## src/hdl/pos_regs.svh

```systemverilog
// object indices, field positions and reset values of the positioning option block
// ==========================================================================
// Functional notes
// - only the documented option fields act; other option bits are inert
// - option bits 1..0 pick relative base when controlword bit 6 is set
// - base 00 adds to the previous absolute target, zero if none yet
// - release 00: master clears new-setpoint bit 4; code 11 reserved
// - release 01: device clears new-setpoint once the movement reached target
// - release 10: device clears new-setpoint at the earliest possible moment
// - device clearing new-setpoint also clears statusword acknowledge bit 12
// - direction 00: linear axis, setpoint wraps to the opposite range limit
// - direction 01: negative only, passing the minimum limit if needed
// - direction 10: positive only, passing the maximum limit if needed
// - direction 11: shortest path, positive when under half a turn
// - following error reads as signed 32-bit value, read only
// - velocity mode: statusword bit 13 set when speed slip exceeds maximum
// - slip flagged only after lasting longer than the slip time window
// - maximum slip of the largest positive value disables slip monitoring
// - with a slip reaction configured, log an error history entry
// - PI correction speed from position error, fed on and readable
`ifndef POS_REGS_SVH
`define POS_REGS_SVH

// ==========================================================================
// object indices
`define POS_IDX_OPTIONS 16'h60F2
`define POS_IDX_FERR 16'h60F4
`define POS_IDX_MAXSLIP 16'h60F8
`define POS_IDX_CORR 16'h60FA

// ==========================================================================
// reset values
`define POS_OPT_RESET 16'h0001
`define POS_MAXSLIP_RESET 32'h00000190
`define POS_SLIP_OFF 32'h7FFFFFFF

// ==========================================================================
// field positions
`define POS_REL_LSB 0
`define POS_RRO_LSB 4
`define POS_ROTARY_DIRECTION_SELECT_LSB 6
`define POS_CW_NEWSP 4
`define POS_CW_REL 6

`endif

```

## src/hdl/pos_pkg.sv

```systemverilog
// types shared by the positioning option block
package pos_pkg;
  // handshake states of the new-setpoint exchange
  typedef enum logic {HS_IDLE, HS_WAIT} pos_hs_e;
  typedef logic signed [31:0] pos_word_t;
endpackage : pos_pkg

```

## src/hdl/pos_opt_top.sv

```systemverilog
// positioning options, setpoint release, rotary direction, slip and PI readouts
`timescale 1ns/1ns
`include "pos_regs.svh"
module pos_opt_top
  import pos_pkg::*;
#(
  parameter int KP_SHIFT = 2,
  parameter int KI_SHIFT = 8,
  parameter int WIN_W = 32
) (
  input wire logic i_sys_clk,
  input wire logic i_rst,
  input wire logic i_od_wr,
  input wire logic i_od_rd,
  input wire logic [15:0] i_od_index,
  input wire logic [31:0] i_od_wdata,
  output logic [31:0] o_od_rdata,
  output logic o_od_ack,
  output logic o_od_err,
  input wire logic i_cw_wr,
  input wire logic [15:0] i_cw_data,
  output logic [15:0] o_ctrl_word,
  output logic o_sw_setpoint_ack,
  output logic o_sw_slip_err,
  input wire logic signed [31:0] i_target_pos,
  input wire logic signed [31:0] i_ramp_pos,
  input wire logic signed [31:0] i_actual_pos,
  input wire logic signed [31:0] i_demand_pos,
  input wire logic signed [31:0] i_range_min,
  input wire logic signed [31:0] i_range_max,
  input wire logic i_target_reached,
  output logic signed [31:0] o_target_pos,
  output logic o_dir_pos,
  output logic o_via_limit,
  output logic o_new_target,
  input wire logic i_pv_mode,
  input wire logic signed [31:0] i_speed_actual,
  input wire logic signed [31:0] i_speed_set,
  input wire logic [WIN_W-1:0] i_slip_window_cyc,
  input wire logic i_slip_react_en,
  output logic o_err_hist_log,
  output logic signed [31:0] o_following_error,
  output logic signed [31:0] o_correction_speed
);
  if (KP_SHIFT < 0 || KP_SHIFT > 31 || KI_SHIFT < 0 || KI_SHIFT > 31) begin : g_chk
    $error("pos_opt_top: gain shifts must be 0..31");
  end

  // ========================================================================
  // object dictionary access
  logic [15:0] opt_q;
  logic [15:0] opt_d;
  logic signed [31:0] slip_q;
  logic signed [31:0] slip_d;
  logic [31:0] rdata_d;
  logic ack_od_d;
  logic err_od_d;

  // one-cycle answer; unknown index or write to a read-only object flags error
  always_comb begin
    opt_d = opt_q;
    slip_d = slip_q;
    rdata_d = o_od_rdata;
    ack_od_d = 1'b0;
    err_od_d = 1'b0;
    if (i_od_wr || i_od_rd) begin
      ack_od_d = 1'b1;
      case (i_od_index)
        `POS_IDX_OPTIONS: begin
          rdata_d = {16'h0000, opt_q};
          if (i_od_wr) begin
            opt_d = i_od_wdata[15:0];
          end
        end
        `POS_IDX_MAXSLIP: begin
          rdata_d = slip_q;
          if (i_od_wr) begin
            slip_d = i_od_wdata;
          end
        end
        `POS_IDX_FERR: begin
          rdata_d = o_following_error;
          err_od_d = i_od_wr;
        end
        `POS_IDX_CORR: begin
          rdata_d = o_correction_speed;
          err_od_d = i_od_wr;
        end
        default: begin
          rdata_d = 32'h00000000;
          err_od_d = 1'b1;
        end
      endcase
    end
  end

  always_ff @(posedge i_sys_clk or posedge i_rst) begin
    if (i_rst) begin
      opt_q <= `POS_OPT_RESET;
      slip_q <= `POS_MAXSLIP_RESET;
      o_od_rdata <= 32'h00000000;
      o_od_ack <= 1'b0;
      o_od_err <= 1'b0;
    end else begin
      opt_q <= opt_d;
      slip_q <= slip_d;
      o_od_rdata <= rdata_d;
      o_od_ack <= ack_od_d;
      o_od_err <= err_od_d;
    end
  end

  // ========================================================================
  // target computation
  // only these fields are decoded; the rest of the option word is inert
  logic [1:0] rel_sel;
  logic [1:0] rro_sel;
  logic [1:0] rotary_direction_select_sel;
  logic signed [31:0] prev_tgt_q;
  logic signed [31:0] base;
  logic signed [31:0] tgt_abs;
  logic signed [31:0] tgt_w;
  logic signed [31:0] span;
  logic signed [31:0] diff;
  logic signed [31:0] diff_m;
  logic dir_c;
  logic via_c;

  assign rel_sel = opt_q[`POS_REL_LSB +: 2];
  assign rro_sel = opt_q[`POS_RRO_LSB +: 2];
  assign rotary_direction_select_sel = opt_q[`POS_ROTARY_DIRECTION_SELECT_LSB +: 2];

  always_comb begin
    case (rel_sel)
      2'h1: base = i_ramp_pos;
      2'h2: base = i_actual_pos;
      default: base = prev_tgt_q;
    endcase
    tgt_abs = o_ctrl_word[`POS_CW_REL] ? base + i_target_pos : i_target_pos;
    span = i_range_max - i_range_min;
    tgt_w = tgt_abs;
    if (rotary_direction_select_sel == 2'h0 && span > 0) begin
      if (tgt_abs > i_range_max) begin
        tgt_w = i_range_min + (tgt_abs - i_range_max);
      end else if (tgt_abs < i_range_min) begin
        tgt_w = i_range_max - (i_range_min - tgt_abs);
      end
    end
    diff = tgt_w - i_actual_pos;
    diff_m = (diff < 0) ? diff + span : diff;
    case (rotary_direction_select_sel)
      2'h1: begin
        dir_c = 1'b0;
        via_c = tgt_w > i_actual_pos;
      end
      2'h2: begin
        dir_c = 1'b1;
        via_c = tgt_w < i_actual_pos;
      end
      2'h3: begin
        dir_c = diff_m < (span >>> 1);
        via_c = dir_c ? (tgt_w < i_actual_pos) : (tgt_w > i_actual_pos);
      end
      default: begin
        dir_c = diff >= 0;
        via_c = 1'b0;
      end
    endcase
  end

  // ========================================================================
  // new-setpoint handshake
  pos_hs_e hs_q;
  pos_hs_e hs_d;
  logic nsp_prev_q;
  logic [15:0] cw_d;
  logic sack_d;
  logic newt_d;
  logic signed [31:0] tgt_d;
  logic signed [31:0] prev_d;
  logic dir_d;
  logic via_d;
  logic accept;
  logic release_c;

  // master writes to the controlword win over a device release in the same cycle
  always_comb begin
    hs_d = hs_q;
    cw_d = o_ctrl_word;
    sack_d = o_sw_setpoint_ack;
    newt_d = 1'b0;
    tgt_d = o_target_pos;
    prev_d = prev_tgt_q;
    dir_d = o_dir_pos;
    via_d = o_via_limit;
    release_c = 1'b0;
    accept = (hs_q == HS_IDLE) && o_ctrl_word[`POS_CW_NEWSP] && !nsp_prev_q;
    case (hs_q)
      HS_IDLE: begin
        if (accept) begin
          tgt_d = tgt_w;
          prev_d = tgt_w;
          dir_d = dir_c;
          via_d = via_c;
          newt_d = 1'b1;
          sack_d = 1'b1;
          hs_d = HS_WAIT;
        end
      end
      HS_WAIT: begin
        case (rro_sel)
          2'h1: release_c = i_target_reached;
          2'h2: release_c = 1'b1;
          default: begin
            if (!o_ctrl_word[`POS_CW_NEWSP]) begin
              sack_d = 1'b0;
              hs_d = HS_IDLE;
            end
          end
        endcase
      end
      default: hs_d = HS_IDLE;
    endcase
    if (release_c) begin
      cw_d[`POS_CW_NEWSP] = 1'b0;
      sack_d = 1'b0;
      hs_d = HS_IDLE;
    end
    if (i_cw_wr) begin
      cw_d = i_cw_data;
    end
  end

  always_ff @(posedge i_sys_clk or posedge i_rst) begin
    if (i_rst) begin
      hs_q <= HS_IDLE;
      nsp_prev_q <= 1'b0;
      o_ctrl_word <= 16'h0000;
      o_sw_setpoint_ack <= 1'b0;
      o_new_target <= 1'b0;
      o_target_pos <= 32'sh00000000;
      prev_tgt_q <= 32'sh00000000;
      o_dir_pos <= 1'b0;
      o_via_limit <= 1'b0;
    end else begin
      hs_q <= hs_d;
      nsp_prev_q <= o_ctrl_word[`POS_CW_NEWSP];
      o_ctrl_word <= cw_d;
      o_sw_setpoint_ack <= sack_d;
      o_new_target <= newt_d;
      o_target_pos <= tgt_d;
      prev_tgt_q <= prev_d;
      o_dir_pos <= dir_d;
      o_via_limit <= via_d;
    end
  end

  // ========================================================================
  // following error and PI correction speed
  // the integral wraps rather than saturates; gains are powers of two
  logic signed [31:0] integ_q;
  logic signed [31:0] integ_d;
  logic signed [31:0] ferr_d;
  logic signed [31:0] corr_d;

  always_comb begin
    ferr_d = i_demand_pos - i_actual_pos;
    integ_d = integ_q + o_following_error;
    corr_d = (o_following_error >>> KP_SHIFT) + (integ_q >>> KI_SHIFT);
  end

  always_ff @(posedge i_sys_clk or posedge i_rst) begin
    if (i_rst) begin
      integ_q <= 32'sh00000000;
      o_following_error <= 32'sh00000000;
      o_correction_speed <= 32'sh00000000;
    end else begin
      integ_q <= integ_d;
      o_following_error <= ferr_d;
      o_correction_speed <= corr_d;
    end
  end

  // ========================================================================
  // slip monitor
  // slip status bit
  pos_slip_mon #(
    .CNT_W(WIN_W)
  ) u_slip (
    .i_sys_clk(i_sys_clk),
    .i_rst(i_rst),
    .i_pv_mode(i_pv_mode),
    .i_speed_actual(i_speed_actual),
    .i_speed_set(i_speed_set),
    .i_max_slip(slip_q),
    .i_window_cyc(i_slip_window_cyc),
    .i_react_en(i_slip_react_en),
    .o_slip_err(o_sw_slip_err),
    .o_hist_log(o_err_hist_log)
  );
endmodule : pos_opt_top

```

## src/hdl/pos_slip_mon.sv

```systemverilog
// speed slippage monitor with persistence window
`timescale 1ns/1ns
`include "pos_regs.svh"
module pos_slip_mon
  import pos_pkg::*;
#(
  parameter int CNT_W = 32
) (
  input wire logic i_sys_clk,
  input wire logic i_rst,
  input wire logic i_pv_mode,
  input wire logic signed [31:0] i_speed_actual,
  input wire logic signed [31:0] i_speed_set,
  input wire logic signed [31:0] i_max_slip,
  input wire logic [CNT_W-1:0] i_window_cyc,
  input wire logic i_react_en,
  output logic o_slip_err,
  output logic o_hist_log
);
  if (CNT_W < 8 || CNT_W > 32) begin : g_chk
    $error("pos_slip_mon: CNT_W must be 8..32");
  end

  logic [CNT_W-1:0] cnt_q;
  logic [CNT_W-1:0] cnt_d;
  logic err_d;
  logic hist_d;
  logic signed [32:0] diff;
  logic [32:0] mag;
  logic [32:0] lim;
  logic over;

  // ========================================================================
  // deviation detection
  // 33-bit difference so opposite-sign extremes cannot overflow
  always_comb begin
    diff = 33'(i_speed_actual) - 33'(i_speed_set);
    mag = diff[32] ? 33'(-diff) : 33'(diff);
    lim = i_max_slip[31] ? 33'(-33'(i_max_slip)) : 33'(i_max_slip);
    over = i_pv_mode && (i_max_slip != `POS_SLIP_OFF) && (mag > lim);
  end

  // persistence counter and flag
  always_comb begin
    cnt_d = '0;
    if (over && cnt_q != '1) begin
      cnt_d = cnt_q + 1'b1;
    end else if (over) begin
      cnt_d = cnt_q;
    end
    err_d = over && (cnt_q >= i_window_cyc);
    hist_d = err_d && !o_slip_err && i_react_en;
  end

  always_ff @(posedge i_sys_clk or posedge i_rst) begin
    if (i_rst) begin
      cnt_q <= '0;
      o_slip_err <= 1'b0;
      o_hist_log <= 1'b0;
    end else begin
      cnt_q <= cnt_d;
      o_slip_err <= err_d;
      o_hist_log <= hist_d;
    end
  end
endmodule : pos_slip_mon

```

## config.mk

```make
export PLATFORM = sky130hd
export DESIGN_NAME = pos_opt_top
export DESIGN_NICKNAME = d
export VERILOG_FILES = /design/src/hdl/pos_pkg.sv /design/src/hdl/pos_opt_top.sv /design/src/hdl/pos_slip_mon.sv
export VERILOG_INCLUDE_DIRS = /design/src /design/src/hdl
export SDC_FILE = /design/constraint.sdc
export NUM_CORES = 2
export LEC_CHECK = 0
export BUFFER_PORTS_ARGS = -buffer_cell sky130_fd_sc_hd__buf_2
export CORE_UTILIZATION = 65
export DETAILED_ROUTE_END_ITERATION = 8
export PLACE_DENSITY = 0.89
export SYNTH_ARGS = -nofsm -noshare
export SYNTH_HDL_FRONTEND = slang
export SYNTH_SLANG_ARGS = --single-unit
```

## constraint.sdc

```tcl
create_clock -name i_sys_clk -period 34.5 [get_ports i_sys_clk]
set_clock_uncertainty 0.15 [all_clocks]
set_input_delay 3.45 -clock i_sys_clk [delete_from_list [all_inputs] [get_ports i_sys_clk]]
set_output_delay 3.45 -clock i_sys_clk [all_outputs]
set_load 0.01 [all_outputs]
```

==> Implementation_results.wiki <==
{| class="wikitable"
! Metric !! Value
|-
| Unique cell type count in the Yosys netlist || 101
|-
| Standard cell core area || 51720 um2
|-
| Number of slew-limit violations in the final report || 0
|-
| Area added between synthesis and finish || 12.19%
|-
| Maximum number of pins on one net before global-route repair || 109
|-
| Vias/cell || 6.665
|-
| Reg-to-Reg Start || opt_q[0]
|-
| Highest net fanout along the worst path || 24
|-
| GR Util All Layers || 42.28%
|-
| Category of the worst setup path capture point || flop
|-
| Summed negative setup slack over all endpoints || 0 ps
|-
| Worst path max stage delay || 890 ps
|-
| Slowest cell on the critical path || o311ai_0
|-
| First-pass GRT wire length || 178900 um
|-
| #FFs+latches synth || 265
|-
| Count of endpoints failing hold in the final timing report || 0
|-
| Summed instance area of the synthesized netlist || 34280 um2
|-
| Lkg Pwr || 19.02 nW
|-
| Setup repair after global routing missed its margin || no
|-
| Die width || 231.7 um
|-
| Fraction of registers with async set or reset after synthesis || 100.0%
|-
| Buffers and inverters on the worst path || 3
|-
| Compound-gate portion of the synthesized area || 25.17%
|-
| Portion of netlist area occupied by mux cells || 4.770%
|-
| CTS tree || done
|-
| CTS root buf || clkbuf_16
|-
| CTS Buf Count || 29
|-
| Most area-hungry cell type in the Yosys netlist || dfrtp_1
|-
| Port Buffers || 511
|-
| Family with the most delay on the worst path || compound AO/OA/AOI/OAI gates
|-
| Dominant combinational cell family by area after synthesis || compound AO/OA/AOI/OAI gates
|-
| Final critical-path share of the clock period || 53.34%
|-
| Placement Rows || 83
|-
| Final wirelength || 117000 um
|-
| Synthesized-area fraction occupied by and/or/nand/nor cells || 16.53%
|-
| Initial antenna violation count || 12
|-
| Top-level port count || 512
|-
| Vert. Die Dim || 231.7 um
|-
| DRC Markers || 0
|-
| Max-cap check violation count || 0
|-
| Final count of negative-setup-slack endpoints || 0
|-
| Dominant register cell in the synthesized netlist || dfrtp_1
|-
| Area of all placed cells without fillers || 38460 um2
|-
| Area of the die || 53670 um2
|-
| Post-Syn Nets || 5016
|-
| Cell area reported after detailed placement || 37460 um2
|-
| Cells on worst reg2reg path || 57
|-
| Clock input transition at the sequential cells of the worst setup and hold paths || 60 ps
|-
| Share of the synthesized area in the top cell type || 19.05%
|-
| Transition time at the pin with the least slew margin || 1237 ps
|-
| Gate count of the mapped netlist || 4107
|-
| Hold path startpoint || nsp_prev_q
|-
| Top cells by area, synth || dfrtp_1, ha_1, xnor2_1, a21oi_1, mux2_2
|-
| Postcts setup bufs || 0
|-
| Post-Syn Area per Cell || 8.347 um2
|-
| Worst supply voltage drop on vdd || 102.5 uV
|-
| Worst Setup Path Type || input pin to flop
|-
| Number of enable-type register cells in the synthesized netlist || 0
|-
| Class of the tightest hold or removal check || flop to flop
|-
| Post-cts gate resize count || 0
|-
| NumNets Final || 5478
|-
| Share of the synthesized netlist area taken by xor and xnor gates || 8.095%
|-
| Maximum number of buffers from clock root to sink || 3
|-
| Most repeated cell in the gate-level netlist after synthesis || ha_1
|-
| WL per Instance || 22.17 um
|-
| Antenna-violating nets left || 0
|-
| Worst hold stages || 1
|-
| Starting density of the core || 66.29%
|-
| Worst hold margin || 306.5 ps
|-
| Internal reg-to-reg setup slack || 17680 ps
|-
| Critical path arrival || 18730 ps
|-
| Drt first-iter violations || 3346
|-
| Proportion of synthesized chip area in sequential cells || 19.36%
|-
| Relative max-transition margin || 17.53%
|-
| Outcome || finished, final reports clean
|-
| Fraction of the mapped netlist area in adder cells || 21.57%
|-
| H-tree level count || 1
|-
| Synth cell count leaders || ha_1, a21oi_1, inv_1, nand2_1, nor2_1
|-
| Cts-stage hold buffer count || 0
|-
| Worst Hold Path EP || hs_q
|-
| Yosys warns || 0
|-
| Post-DP HPWL || 93620 um
|-
| Via count of the first global-routing pass || 33800
|-
| Global placer's final weighted congestion || 1.066
|-
| Global route overflow || 0
|-
| Fmax || 0.05434 GHz
|-
| Final Critical Period || 18400 ps
|-
| Clock sink count || 265
|-
| Length of the first detailed-routing pass in iterations || 9
|-
| Clock latency of the later-clocked register in the worst-skew pair || 590 ps
|-
| Power Dens Cells || 118.3 nW/um2
|-
| Type of element launching the critical path || input pin
|-
| Vias || 35180
|-
| Worst r2r dst || o_dir_pos
|-
| Worst endpoint required time || 34820 ps
|-
| Fraction of final layout cells sized beyond drive strength 1 || 17.20%
|}
==> power by group <==
| part | switching, mW | leakage (nW) | total [mW] | internal (mW) |
|---|---|---|---|---|
| registers | 0.0803 | 3.32 | 0.468 | 0.387 |
| clock network | 0.143 | 0.488 | 0.331 | 0.188 |
| logic | 2.13 | 15.2 | 3.75 | 1.62 |
==> kinds of logic (layout without fill, tap and decap cells) <==
family                     after synthesis  count (layout)
and+or+nand+nor                       1145            1145
other                                    1               7
DFF                                    265             265
xor gates and xnor gates               316             316
AOI/OAI and AO/OA                     1283            1283
buffers and inverters                  401             886
muxes                                  147             147
adders and majority gates              549             549
==> layout make-up <==
cell class,count,area [um2]
flip-flops and latches,265,6636
diodes,6,15.01
inverters,299,1130
clock inverters,15,178.9
clock buffers,39,803.3
repair buffers,533,2723
multi-input cells,3441,26120
well taps,680,850.8
fillers,3924,13260
==> placed cells by master, fill, tap and decap left out, drive strengths merged, types with 19 or more instances in the layout <==
master,netlist,layout
a211oi,47,47
a21boi,21,21
a21o,177,177
a21oi,318,318
a221oi,25,25
a22oi,51,51
a31oi,37,37
and2,40,40
and3,57,57
buf,17,533
clkbuf,85,39
dfrtp,261,261
fa,70,70
ha,479,479
inv,298,304
mux2,131,131
nand2,285,285
nand2b,37,37
nand3,88,88
nand4,71,71
nor2,286,286
nor2b,61,61
nor3,85,85
nor4,23,23
o2111ai,19,19
o211ai,20,20
o21a,68,68
o21ai,244,244
o21bai,34,34
o31ai,39,39
or2,22,22
or3,28,28
or4,20,20
xnor2,188,188
xor2,128,128
==> sequential cells by signal, indices dropped and copies added (netlist names), 16 cells and up <==
signal,count
slip_q,32
o_ctrl_word,16
o_od_rdata,32
prev_tgt_q,32
u_slip.cnt_q,32
integ_q,32
opt_q,16
o_following_error,32
o_correction_speed,31
==> per-layer routing <==
metal | wire length (um) | vias up | share of wire [%] | track usage (%)
li1 | - | 16040 | - | -
met1 | 41950 | 16510 | 36 | 48.55
met2 | 53970 | 2086 | 46 | 70.98
met3 | 12490 | 526 | 11 | 9.338
met4 | 8511 | 14 | 7.3 | 27.28
met5 | 96 | - | 0.082 | 0
==> worst max path at each step <==
stage                      from         to  cells past startpoint
2_1_floorplan   i_actual_pos[0]  o_dir_pos                     57
3_3_place_gp   i_actual_pos[12]  o_dir_pos                     56
3_5_place_dp   i_actual_pos[12]  o_dir_pos                     56
4_1_cts        i_actual_pos[12]  o_dir_pos                     56
5_1_grt        i_actual_pos[12]  o_dir_pos                     56
6_report       i_actual_pos[12]  o_dir_pos                     56
==> stage by stage <==
stage / utilization, % / power, mW / setup WS [ps] / cells
global route: 74.35 / 4.913 / 15200 / 5275
detailed placement: 72.44 / 4.075 / 15910 / 5218
CTS: 74.34 / 4.436 / 16500 / 5272
finish: 74.37 / 4.549 / 16100 / 5278
global placement: 72.44 / 4.003 / 16390 / 5218
floorplan: - / 3.228 / 18870 / 4107
Power figures use the tool's default switching activity.
